[config.mk]
export PLATFORM = sky130hd
export DESIGN_NAME = spi_frame_slave
export DESIGN_NICKNAME = d
export VERILOG_FILES = /design/src/design/spi_frame_pkg.sv /design/src/design/store_if.sv /design/src/design/response_store.sv /design/src/design/spi_frame_slave.sv
export SDC_FILE = /design/constraint.sdc
export NUM_CORES = 1
export LEC_CHECK = 0
export BUFFER_PORTS_ARGS = -buffer_cell sky130_fd_sc_hd__buf_2
export CAP_MARGIN = 40
export CORE_MARGIN = 2
export CORE_UTILIZATION = 52
export DETAILED_ROUTE_END_ITERATION = 7
export PLACE_DENSITY_LB_ADDON = 0.1
export SLEW_MARGIN = 10
export SYNTH_ARGS = -nofsm -noshare
export SYNTH_HDL_FRONTEND = slang
export SYNTH_SLANG_ARGS = --single-unit
export TNS_END_PERCENT = 1
[constraint.sdc]
create_clock -name sys_clk -period 7.3 [get_ports sys_clk]
set_clock_uncertainty 0.1 [all_clocks]
set_input_delay 0.365 -clock sys_clk [delete_from_list [all_inputs] [get_ports sys_clk]]
set_output_delay 0.365 -clock sys_clk [all_outputs]
set_load 0.01 [all_outputs]
[src/design/spi_frame_pkg.sv]
// Purpose: shared constants, types and helpers of the shared-bus spi frame slave
// Assumes: one 100 MHz system clock, spi pins already synchronous to it
// Notes: frame lengths are detected, never configured
package spi_frame_pkg;
  localparam int DATA_W = 16;
  localparam int TX_W = 21;
  localparam int WORD_AW = 5;
  localparam int WORDS = 32;
  localparam logic [4:0] LEN16 = 5'h10;
  localparam logic [4:0] LEN20 = 5'h14;
  localparam logic [4:0] LEN21 = 5'h15;
  localparam logic [4:0] CNT_MAX = 5'h1f;
  localparam logic [5:0] ZERO_ADDR = 6'h00;
  localparam logic [5:0] ERR_ADDR = 6'h24;
  localparam int FLAG_BIT = 9;
  localparam int SYNC_BIT = 15;
  localparam int RW_BIT = 14;
  localparam logic [7:0] FLAG_CLR_MASK = 8'h02;
  localparam logic [3:0] CRC_POLY = 4'h3;
  localparam logic [3:0] CRC_INIT = 4'hf;
  localparam int CLK_PERIOD_NS = 10;
  localparam int SETTLE_NS = 70;
  // least time, so round up
  localparam int SETTLE_CYC = (SETTLE_NS + CLK_PERIOD_NS - 1) / CLK_PERIOD_NS;

  typedef enum logic [2:0] {ST_IDLE = 3'b001, ST_FRAME = 3'b010, ST_SETTLE = 3'b100} state_t;
  typedef enum logic [1:0] {MODE16 = 2'h0, MODE20 = 2'h1, MODE21 = 2'h2} mode_t;

  // msb-first crc over one response word
  function automatic logic [3:0] crc4(input logic [15:0] d);
    logic [3:0] c;
    logic fb;
    c = CRC_INIT;
    for (int i = 15; i >= 0; i--)
    begin
      fb = c[3] ^ d[i];
      c = {c[2:0], 1'b0};
      if (fb)
        c = c ^ CRC_POLY;
    end
    return c;
  endfunction

  // sync, r/w, address and data byte of a received frame, whatever its length
  function automatic logic [15:0] frame_word(input logic [20:0] rx, input logic [4:0] n);
    case (n)
      LEN20: return rx[19:4];
      LEN21: return rx[20:5];
      default: return rx[15:0];
    endcase
  endfunction

  function automatic logic len_ok(input logic [4:0] n);
    return (n == LEN16) || (n == LEN20) || (n == LEN21);
  endfunction
endpackage

[src/design/store_if.sv]
// Purpose: carrier between frame logic and the serial register store
// Assumes: widths from the package
// Notes: read data return one cycle after the address
`timescale 1ns/1ps
interface store_if;
  logic wr_en;
  logic [1:0] wr_be;
  logic [spi_frame_pkg::WORD_AW-1:0] wr_addr;
  logic [spi_frame_pkg::DATA_W-1:0] wr_data;
  logic [spi_frame_pkg::WORD_AW-1:0] rd_addr;
  logic [spi_frame_pkg::DATA_W-1:0] rd_data;
  modport ctrl (output wr_en, output wr_be, output wr_addr, output wr_data, output rd_addr,
    input rd_data);
  modport store (input wr_en, input wr_be, input wr_addr, input wr_data, input rd_addr,
    output rd_data);
endinterface

[src/design/response_store.sv]
// Purpose: serial register words behind the spi frame logic
// Assumes: byte-wide writes, word reads with registered data
// Notes: word zero is hard zero and ignores writes
`timescale 1ns/1ps
module response_store #(
  parameter int NWORDS = spi_frame_pkg::WORDS
) (
  // clock and reset
  input wire logic sys_clk,
  input wire logic resetn,
  // access
  store_if.store bus
);
  import spi_frame_pkg::*;

  typedef struct packed {
    logic [NWORDS-1:0][DATA_W-1:0] mem;
    logic [DATA_W-1:0] rd_data;
  } store_t;

  store_t s;
  store_t next_s;

  generate
    if (NWORDS != (1 << WORD_AW))
    begin : g_bad
      $error("response_store: NWORDS must match the word address width");
    end
  endgenerate

  always_comb
  begin
    next_s = s;
    next_s.rd_data = s.mem[bus.rd_addr];
    if (bus.wr_en && bus.wr_addr != '0)
    begin
      if (bus.wr_be[1])
        next_s.mem[bus.wr_addr][15:8] = bus.wr_data[15:8];
      if (bus.wr_be[0])
        next_s.mem[bus.wr_addr][7:0] = bus.wr_data[7:0];
    end
    next_s.mem[0] = '0;
  end

  always_ff @(posedge sys_clk or negedge resetn)
  begin
    if (!resetn)
      s <= '0;
    else
      s <= next_s;
  end

  assign bus.rd_data = s.rd_data;
endmodule

[src/design/spi_frame_slave.sv]
// Purpose: spi slave frame logic for a sensor sharing sclk, mosi and miso with a second one
// Assumes: sclk, cs_n and mosi synchronous to sys_clk; master drives the bus
// Notes: frame length 16, 20 or 21 is learnt from each frame
// How it works
// - in 16-clock mode stray falls while deselected count and break the next frame
// - in 16-clock mode stray falls may discard or corrupt the buffered read response
// - reading address zero always answers all zeros
// - in 20-clock mode every stray fall while deselected raises the frame error flag
// - 20-clock frames keep read data intact if stray clock comes late
// - 20-clock responses carry a four-bit crc after the data
// - 21-clock frames ignore clock activity while deselected
// - frame error flag sits in bit 9 of the error word at 0x24
// - a set sync bit in the received frame raises the frame error flag
// - 21-clock response is data, crc, then the crc top bit again
`timescale 1ns/1ps
module spi_frame_slave (
  // clock and reset
  input wire logic sys_clk,
  input wire logic resetn,
  // spi pins
  input wire logic sclk,
  input wire logic cs_n,
  input wire logic mosi,
  output logic miso,
  output logic miso_oe,
  // status
  output logic frame_error
);
  import spi_frame_pkg::*;

  typedef struct packed {
    state_t state;
    mode_t mode;
    logic sclk_q;
    logic cs_q;
    logic [4:0] edges;
    logic [TX_W-1:0] rx;
    logic [TX_W-1:0] tx;
    logic [TX_W-1:0] held;
    logic [4:0] held_n;
    logic held_ok;
    logic stray;
    logic [3:0] settle;
    logic fetch;
    logic [WORD_AW-1:0] raddr;
    logic [DATA_W-1:0] resp;
    logic flag;
  } slave_t;

  slave_t s;
  slave_t next_s;
  store_if mem ();

  logic rise;
  logic fall;
  logic sel;
  logic cs_fall;
  logic cs_rise;
  logic stray_fall;
  logic [15:0] hw;
  logic [15:0] rw;
  logic commit;
  logic do_write;
  logic do_read;
  logic flag_set;
  logic flag_clr;
  logic [3:0] crc;

  response_store #(.NWORDS(WORDS)) u_store (
    .sys_clk(sys_clk),
    .resetn(resetn),
    .bus(mem)
  );

  always_comb
  begin
    rise = sclk & ~s.sclk_q;
    fall = ~sclk & s.sclk_q;
    sel = ~cs_n & ~s.cs_q;
    cs_fall = s.cs_q & ~cs_n;
    cs_rise = ~s.cs_q & cs_n;
    stray_fall = fall & cs_n & s.cs_q;
    hw = frame_word(s.held, s.held_n);
    rw = frame_word(s.rx, s.edges);
    crc = crc4(s.resp);
    // a stray edge inside the settle window drops the frame, except in 21-clock mode
    commit = (s.state == ST_SETTLE) && ((s.settle == '0) || cs_fall) && s.held_ok
      && !s.stray;
    do_write = commit & hw[RW_BIT];
    do_read = commit & ~hw[RW_BIT];
    flag_clr = do_write && (hw[13:8] == ERR_ADDR) && ((hw[7:0] & FLAG_CLR_MASK) != '0);
    flag_set = 1'b0;
    mem.wr_en = do_write;
    mem.wr_addr = hw[13:9];
    mem.wr_be = hw[8] ? 2'b01 : 2'b10;
    mem.wr_data = {hw[7:0], hw[7:0]};
    // the new address goes out at commit so the word is ready when fetch samples it
    mem.rd_addr = do_read ? hw[13:9] : s.raddr;

    next_s = s;
    next_s.sclk_q = sclk;
    next_s.cs_q = cs_n;
    next_s.fetch = do_read;
    if (do_read)
      next_s.raddr = hw[13:9];
    if (rise && sel)
    begin
      next_s.rx = {s.rx[TX_W-2:0], mosi};
      if (s.edges != CNT_MAX)
        next_s.edges = 5'(s.edges + 5'h01);
    end
    if (fall && sel)
      next_s.tx = {s.tx[TX_W-2:0], 1'b0};
    if (stray_fall)
    begin
      case (s.mode)
        MODE16:
        begin
          // still counted, so the next frame ends with a wrong count
          if (s.edges != CNT_MAX)
            next_s.edges = 5'(s.edges + 5'h01);
          // a late stray edge slips the buffered answer by one bit
          if (s.state == ST_IDLE)
            next_s.resp = {s.resp[DATA_W-2:0], 1'b0};
        end
        MODE20:
          flag_set = 1'b1;
        default:
          ;
      endcase
      if ((s.state == ST_SETTLE) && (s.mode != MODE21))
        next_s.stray = 1'b1;
    end
    if (s.fetch)
    begin
      if (s.raddr == '0)
        next_s.resp = '0;
      else
      begin
        next_s.resp = mem.rd_data;
        if (s.raddr == ERR_ADDR[5:1])
          next_s.resp[FLAG_BIT] = s.flag;
      end
    end

    case (s.state)
      ST_IDLE:
      begin
        if (cs_fall)
        begin
          next_s.tx = {s.resp, crc, crc[3]};
          next_s.state = ST_FRAME;
        end
      end
      ST_FRAME:
      begin
        if (cs_rise)
        begin
          next_s.held = s.rx;
          next_s.held_n = s.edges;
          next_s.held_ok = len_ok(s.edges) & ~rw[SYNC_BIT];
          if (!len_ok(s.edges))
            flag_set = 1'b1;
          else if (rw[SYNC_BIT])
            flag_set = 1'b1;
          if (len_ok(s.edges))
            next_s.mode = (s.edges == LEN16) ? MODE16 :
              (s.edges == LEN20) ? MODE20 : MODE21;
          next_s.edges = '0;
          next_s.rx = '0;
          next_s.stray = 1'b0;
          next_s.settle = 4'(SETTLE_CYC - 1);
          next_s.state = ST_SETTLE;
        end
      end
      ST_SETTLE:
      begin
        if (cs_fall)
        begin
          next_s.tx = {s.resp, crc, crc[3]};
          next_s.state = ST_FRAME;
        end
        else if (s.settle == '0)
          next_s.state = ST_IDLE;
        else
          next_s.settle = 4'(s.settle - 4'h1);
      end
      default:
        next_s.state = ST_IDLE;
    endcase
    // an event in the clearing cycle survives
    next_s.flag = (s.flag & ~flag_clr) | flag_set;
  end

  always_ff @(posedge sys_clk or negedge resetn)
  begin
    if (!resetn)
    begin
      s <= '0;
      s.state <= ST_IDLE;
      s.mode <= MODE21;
      s.sclk_q <= 1'b1;
      s.cs_q <= 1'b1;
    end
    else
      s <= next_s;
  end

  assign miso = s.tx[TX_W-1];
  assign miso_oe = ~cs_n;
  assign frame_error = s.flag;
endmodule

==> impl_metrics.env <==
export IMPL_status="complete, no violations"
export IMPL_power_density_nw_per_um2=284.9
export IMPL_worst_setup_path_end_kind="flip-flop"
export IMPL_syn_to_final_growth_pct=9.441
export IMPL_hp_class="input port to asynchronous set/reset pin"
export IMPL_synth_async_reset_ratio_pct=100.0
export IMPL_synth_top_area_share_pct=54.74
export IMPL_pin_count=8
export IMPL_synth_mux_area_share_pct=6.358
export IMPL_worstPathRequired_ps=7700
export IMPL_synth_seq_cells=620
export IMPL_grt_ovfl_total=0
export IMPL_die_area_um2=56040
export IMPL_yosys_cell_types_count=68
export IMPL_cp_max_fo=32
export IMPL_clockBufferDepth=3
export IMPL_cp_arrival_ps=5380
export IMPL_clkPwrFrac_pct=39.3
export IMPL_path_class="flip-flop to flip-flop"
export IMPL_vias_per_cell=6.038
export IMPL_cts_root_buf="clkbuf_16"
export IMPL_start_util_pct=52.44
export IMPL_synth_avg_cell_area_um2=9.505
export IMPL_netSwitchingFraction_pct=28.99
export IMPL_synthTopCellsByArea="dfrtp_1 55%, nand2_1 10%, o21ai_0 9.1%"
export IMPL_htreeDepth=3
export IMPL_power_combinational_fraction_pct=17.2
export IMPL_layout_min_cycle_time_ps=4981
export IMPL_fin_util_pct=57.39
export IMPL_core_area_um2=53710
export IMPL_synth_compound_area_share_pct=17.46
export IMPL_track_usage_pct=29.53
export IMPL_synth_fp_nets=2975
export IMPL_synth_simple_gate_area_share_pct=15.88
export IMPL_vdd_drop_max_mv=0.2668
export IMPL_final_common_cell="nand2_1"
export IMPL_synth_ff_type="dfrtp_1"
export IMPL_numCtsBuffers=68
export IMPL_drive_gt1_share_pct=9.082
export IMPL_clkTransAtPathRegs_ps=60
export IMPL_max_freq_mhz=200.8
export IMPL_cts_tree="built"
export IMPL_num_vias=21760
export IMPL_cts_sinks=620
export IMPL_cap_viol_max_count=0
export IMPL_netlist_area_um2=28160
export IMPL_diodes=0
export IMPL_antenna_found_initial=1
export IMPL_synth_largest_area_cell="dfrtp_1"
export IMPL_slew_violations=0
export IMPL_wirelength_um=80790
export IMPL_synthXorXnorAreaFrac_pct=1.026
export IMPL_synth_edff_count=0
export IMPL_io_buffers=7
export IMPL_grt_max_degree=172
export IMPL_worstMarginPinSlew_ps=1088
export IMPL_grt_first_pass_wirelength_um=127600
export IMPL_final_antenna_net_count=0
export IMPL_grt_pass1_vias=21040
export IMPL_dp_hpwl_um=51400
export IMPL_initialDrtViolationCount=2214
export IMPL_drt_pass1_iterations=6
export IMPL_setup_viol=0
export IMPL_p_leak_nw=13.37
export IMPL_post_drt_wl_per_cell_um=22.42
export IMPL_rows=85
export IMPL_gp_congestion=0.9035
export IMPL_internal_power_mw=6.234
export IMPL_final_cell_mix="786 x nand2_1, 616 x dfrtp_1, 514 x o21ai_0, 103 x a21oi_1, 98 x mux2i_1"
export IMPL_setup_tns_ps=0
export IMPL_hold_viol=0
export IMPL_power_switching_mw=2.546
export IMPL_synth_fa_ha_area_share_pct=0.3110
export IMPL_max_slew_margin_pct=27.44
export IMPL_die_h_um=236.7
export IMPL_clkLatencyLatePin_ps=600
export IMPL_cts_resized=0
export IMPL_nets=2873
export IMPL_rsz0062_at_grt="false"
export IMPL_die_w_um=236.7
export IMPL_synth_top_family_by_area="compound AO/OA/AOI/OAI gates"
export IMPL_fin_crit_sh_pct=68.23
export IMPL_seqPwrFrac_pct=43.6
export IMPL_drc=0
export IMPL_cp_start_kind="flip-flop"
export IMPL_ys_warn_count=0
export IMPL_syn_inst=2963
export IMPL_yosysSeqAreaShare_pct=55.11
[per-stage QoR]
stage / total power, mW / hold WS, ps / std cells / setup WS [ps] / cell area [um^2]
after floorplan: 4.881 / -30.59 / 2963 / 4471 / 28160
after global placement: 5.338 / 265.3 / 3472 / 2472 / 28400
after detailed placement: 5.387 / 273.8 / 3482 / 2455 / 28540
after CTS: 8.832 / 239.4 / 3602 / 2423 / 30800
after global routing: 9.132 / 259.0 / 3603 / 2168 / 30820
final: 8.780 / 221.8 / 3603 / 2319 / 30820
[final cells by class]
class                           instances  area [um^2]
Clock buffer                           98         2018
Clock inverter                         18        202.7
Fill cell                            4609        22890
Inverter                               20        77.57
Multi-Input combinational cell       2098        11600
Sequential cell                       620        15520
Tap cell                              696        870.8
Timing Repair Buffer                   53        528.0
[critical path, cell delays in order (launching register included)]
cell      delay (ps)
dfrtp_1          810
mux2_4           360
mux2_2           350
nor3_4           220
buf_4            430
nor2_2           100
inv_2            510
buf_4            440
buf_4            380
a211oi_1         140
a311oi_1         580
nor4_1           130
nor3_1           240
[repair_timing]
| action | in CTS | in global routing |
|---|---|---|
| endpoints found under the hold margin | 68 | 0 |
| hold buffers | 4 | 0 |
| setup buffers | 0 | 0 |
| endpoints found under the setup margin | 0 | 0 |
[sequential cells by signal, summed over array words and instances, names as in the netlist]
register / flops
frame_error: 1
miso: 1
u_store.bus.rd_data: 16
u_store.s: 496
s: 106
[kinds of logic after synthesis]
kind of cell	Yosys count
and+or+nand+nor	1038
AOI/OAI and AO/OA	852
DFF	620
buffers and inverters	245
muxes	168
xor gates and xnor gates	33
adders and majority gates	7
[power by group through the flow]
| stage | clock (mW) | sequential [mW] | combinational (mW) |
|---|---|---|---|
| global placement | 0 | 3.88 | 1.46 |
| finish | 3.45 | 3.83 | 1.51 |
| floorplan | 0 | 3.80 | 1.09 |
| CTS | 3.50 | 3.82 | 1.51 |
| detailed placement | 0 | 3.88 | 1.50 |
| global route | 3.64 | 3.85 | 1.65 |
[synth_stat cells (all sizes together) (2+ instances only)]
master / n
a2bb2oi: 2
nor4b: 2
mux2i: 100
a21boi: 4
xor2: 8
o21ai: 516
nand2: 786
o221ai: 13
a21o: 9
nor3: 19
nand4: 4
nor4: 18
and3: 54
nand3: 14
inv: 20
nand3b: 2
nand2b: 13
xnor2: 25
nor2: 67
nor3b: 33
buf: 70
clkbuf: 155
a31oi: 33
a311oi: 45
a211oi: 90
dfrtp: 616
mux2: 68
a2111oi: 3
a21oi: 103
dfstp: 4
o22ai: 13
or3: 4
or2: 3
a32oi: 14
ha: 7
nor2b: 15
[final timing paths]
kind / startpoint / to / slack, ps / depth (start not counted)
setup / recovery: s[29] / u_store.bus.rd_data[8] / 2320 / 12
max in group asynchronous: resetn / u_store.s[393] / 5380 / 3
hold reg to reg: u_store.s[115] / u_store.s[115] / 370 / 2
hold / removal: resetn / s[101] / 220 / 2
setup reg to reg: s[29] / u_store.bus.rd_data[8] / 2320 / 12
min in group sys_clk: u_store.s[115] / u_store.s[115] / 370 / 2
[layer usage]
| metal | part of all wire [%] | GRT usage (%) |
|---|---|---|
| met3 | 7.1 | 5.444 |
| met4 | 4.0 | 11.43 |
| met5 | 0.016 | 0 |
| met1 | 44 | 42.46 |
| met2 | 44 | 44.72 |
Power figures use the tool's default switching activity.
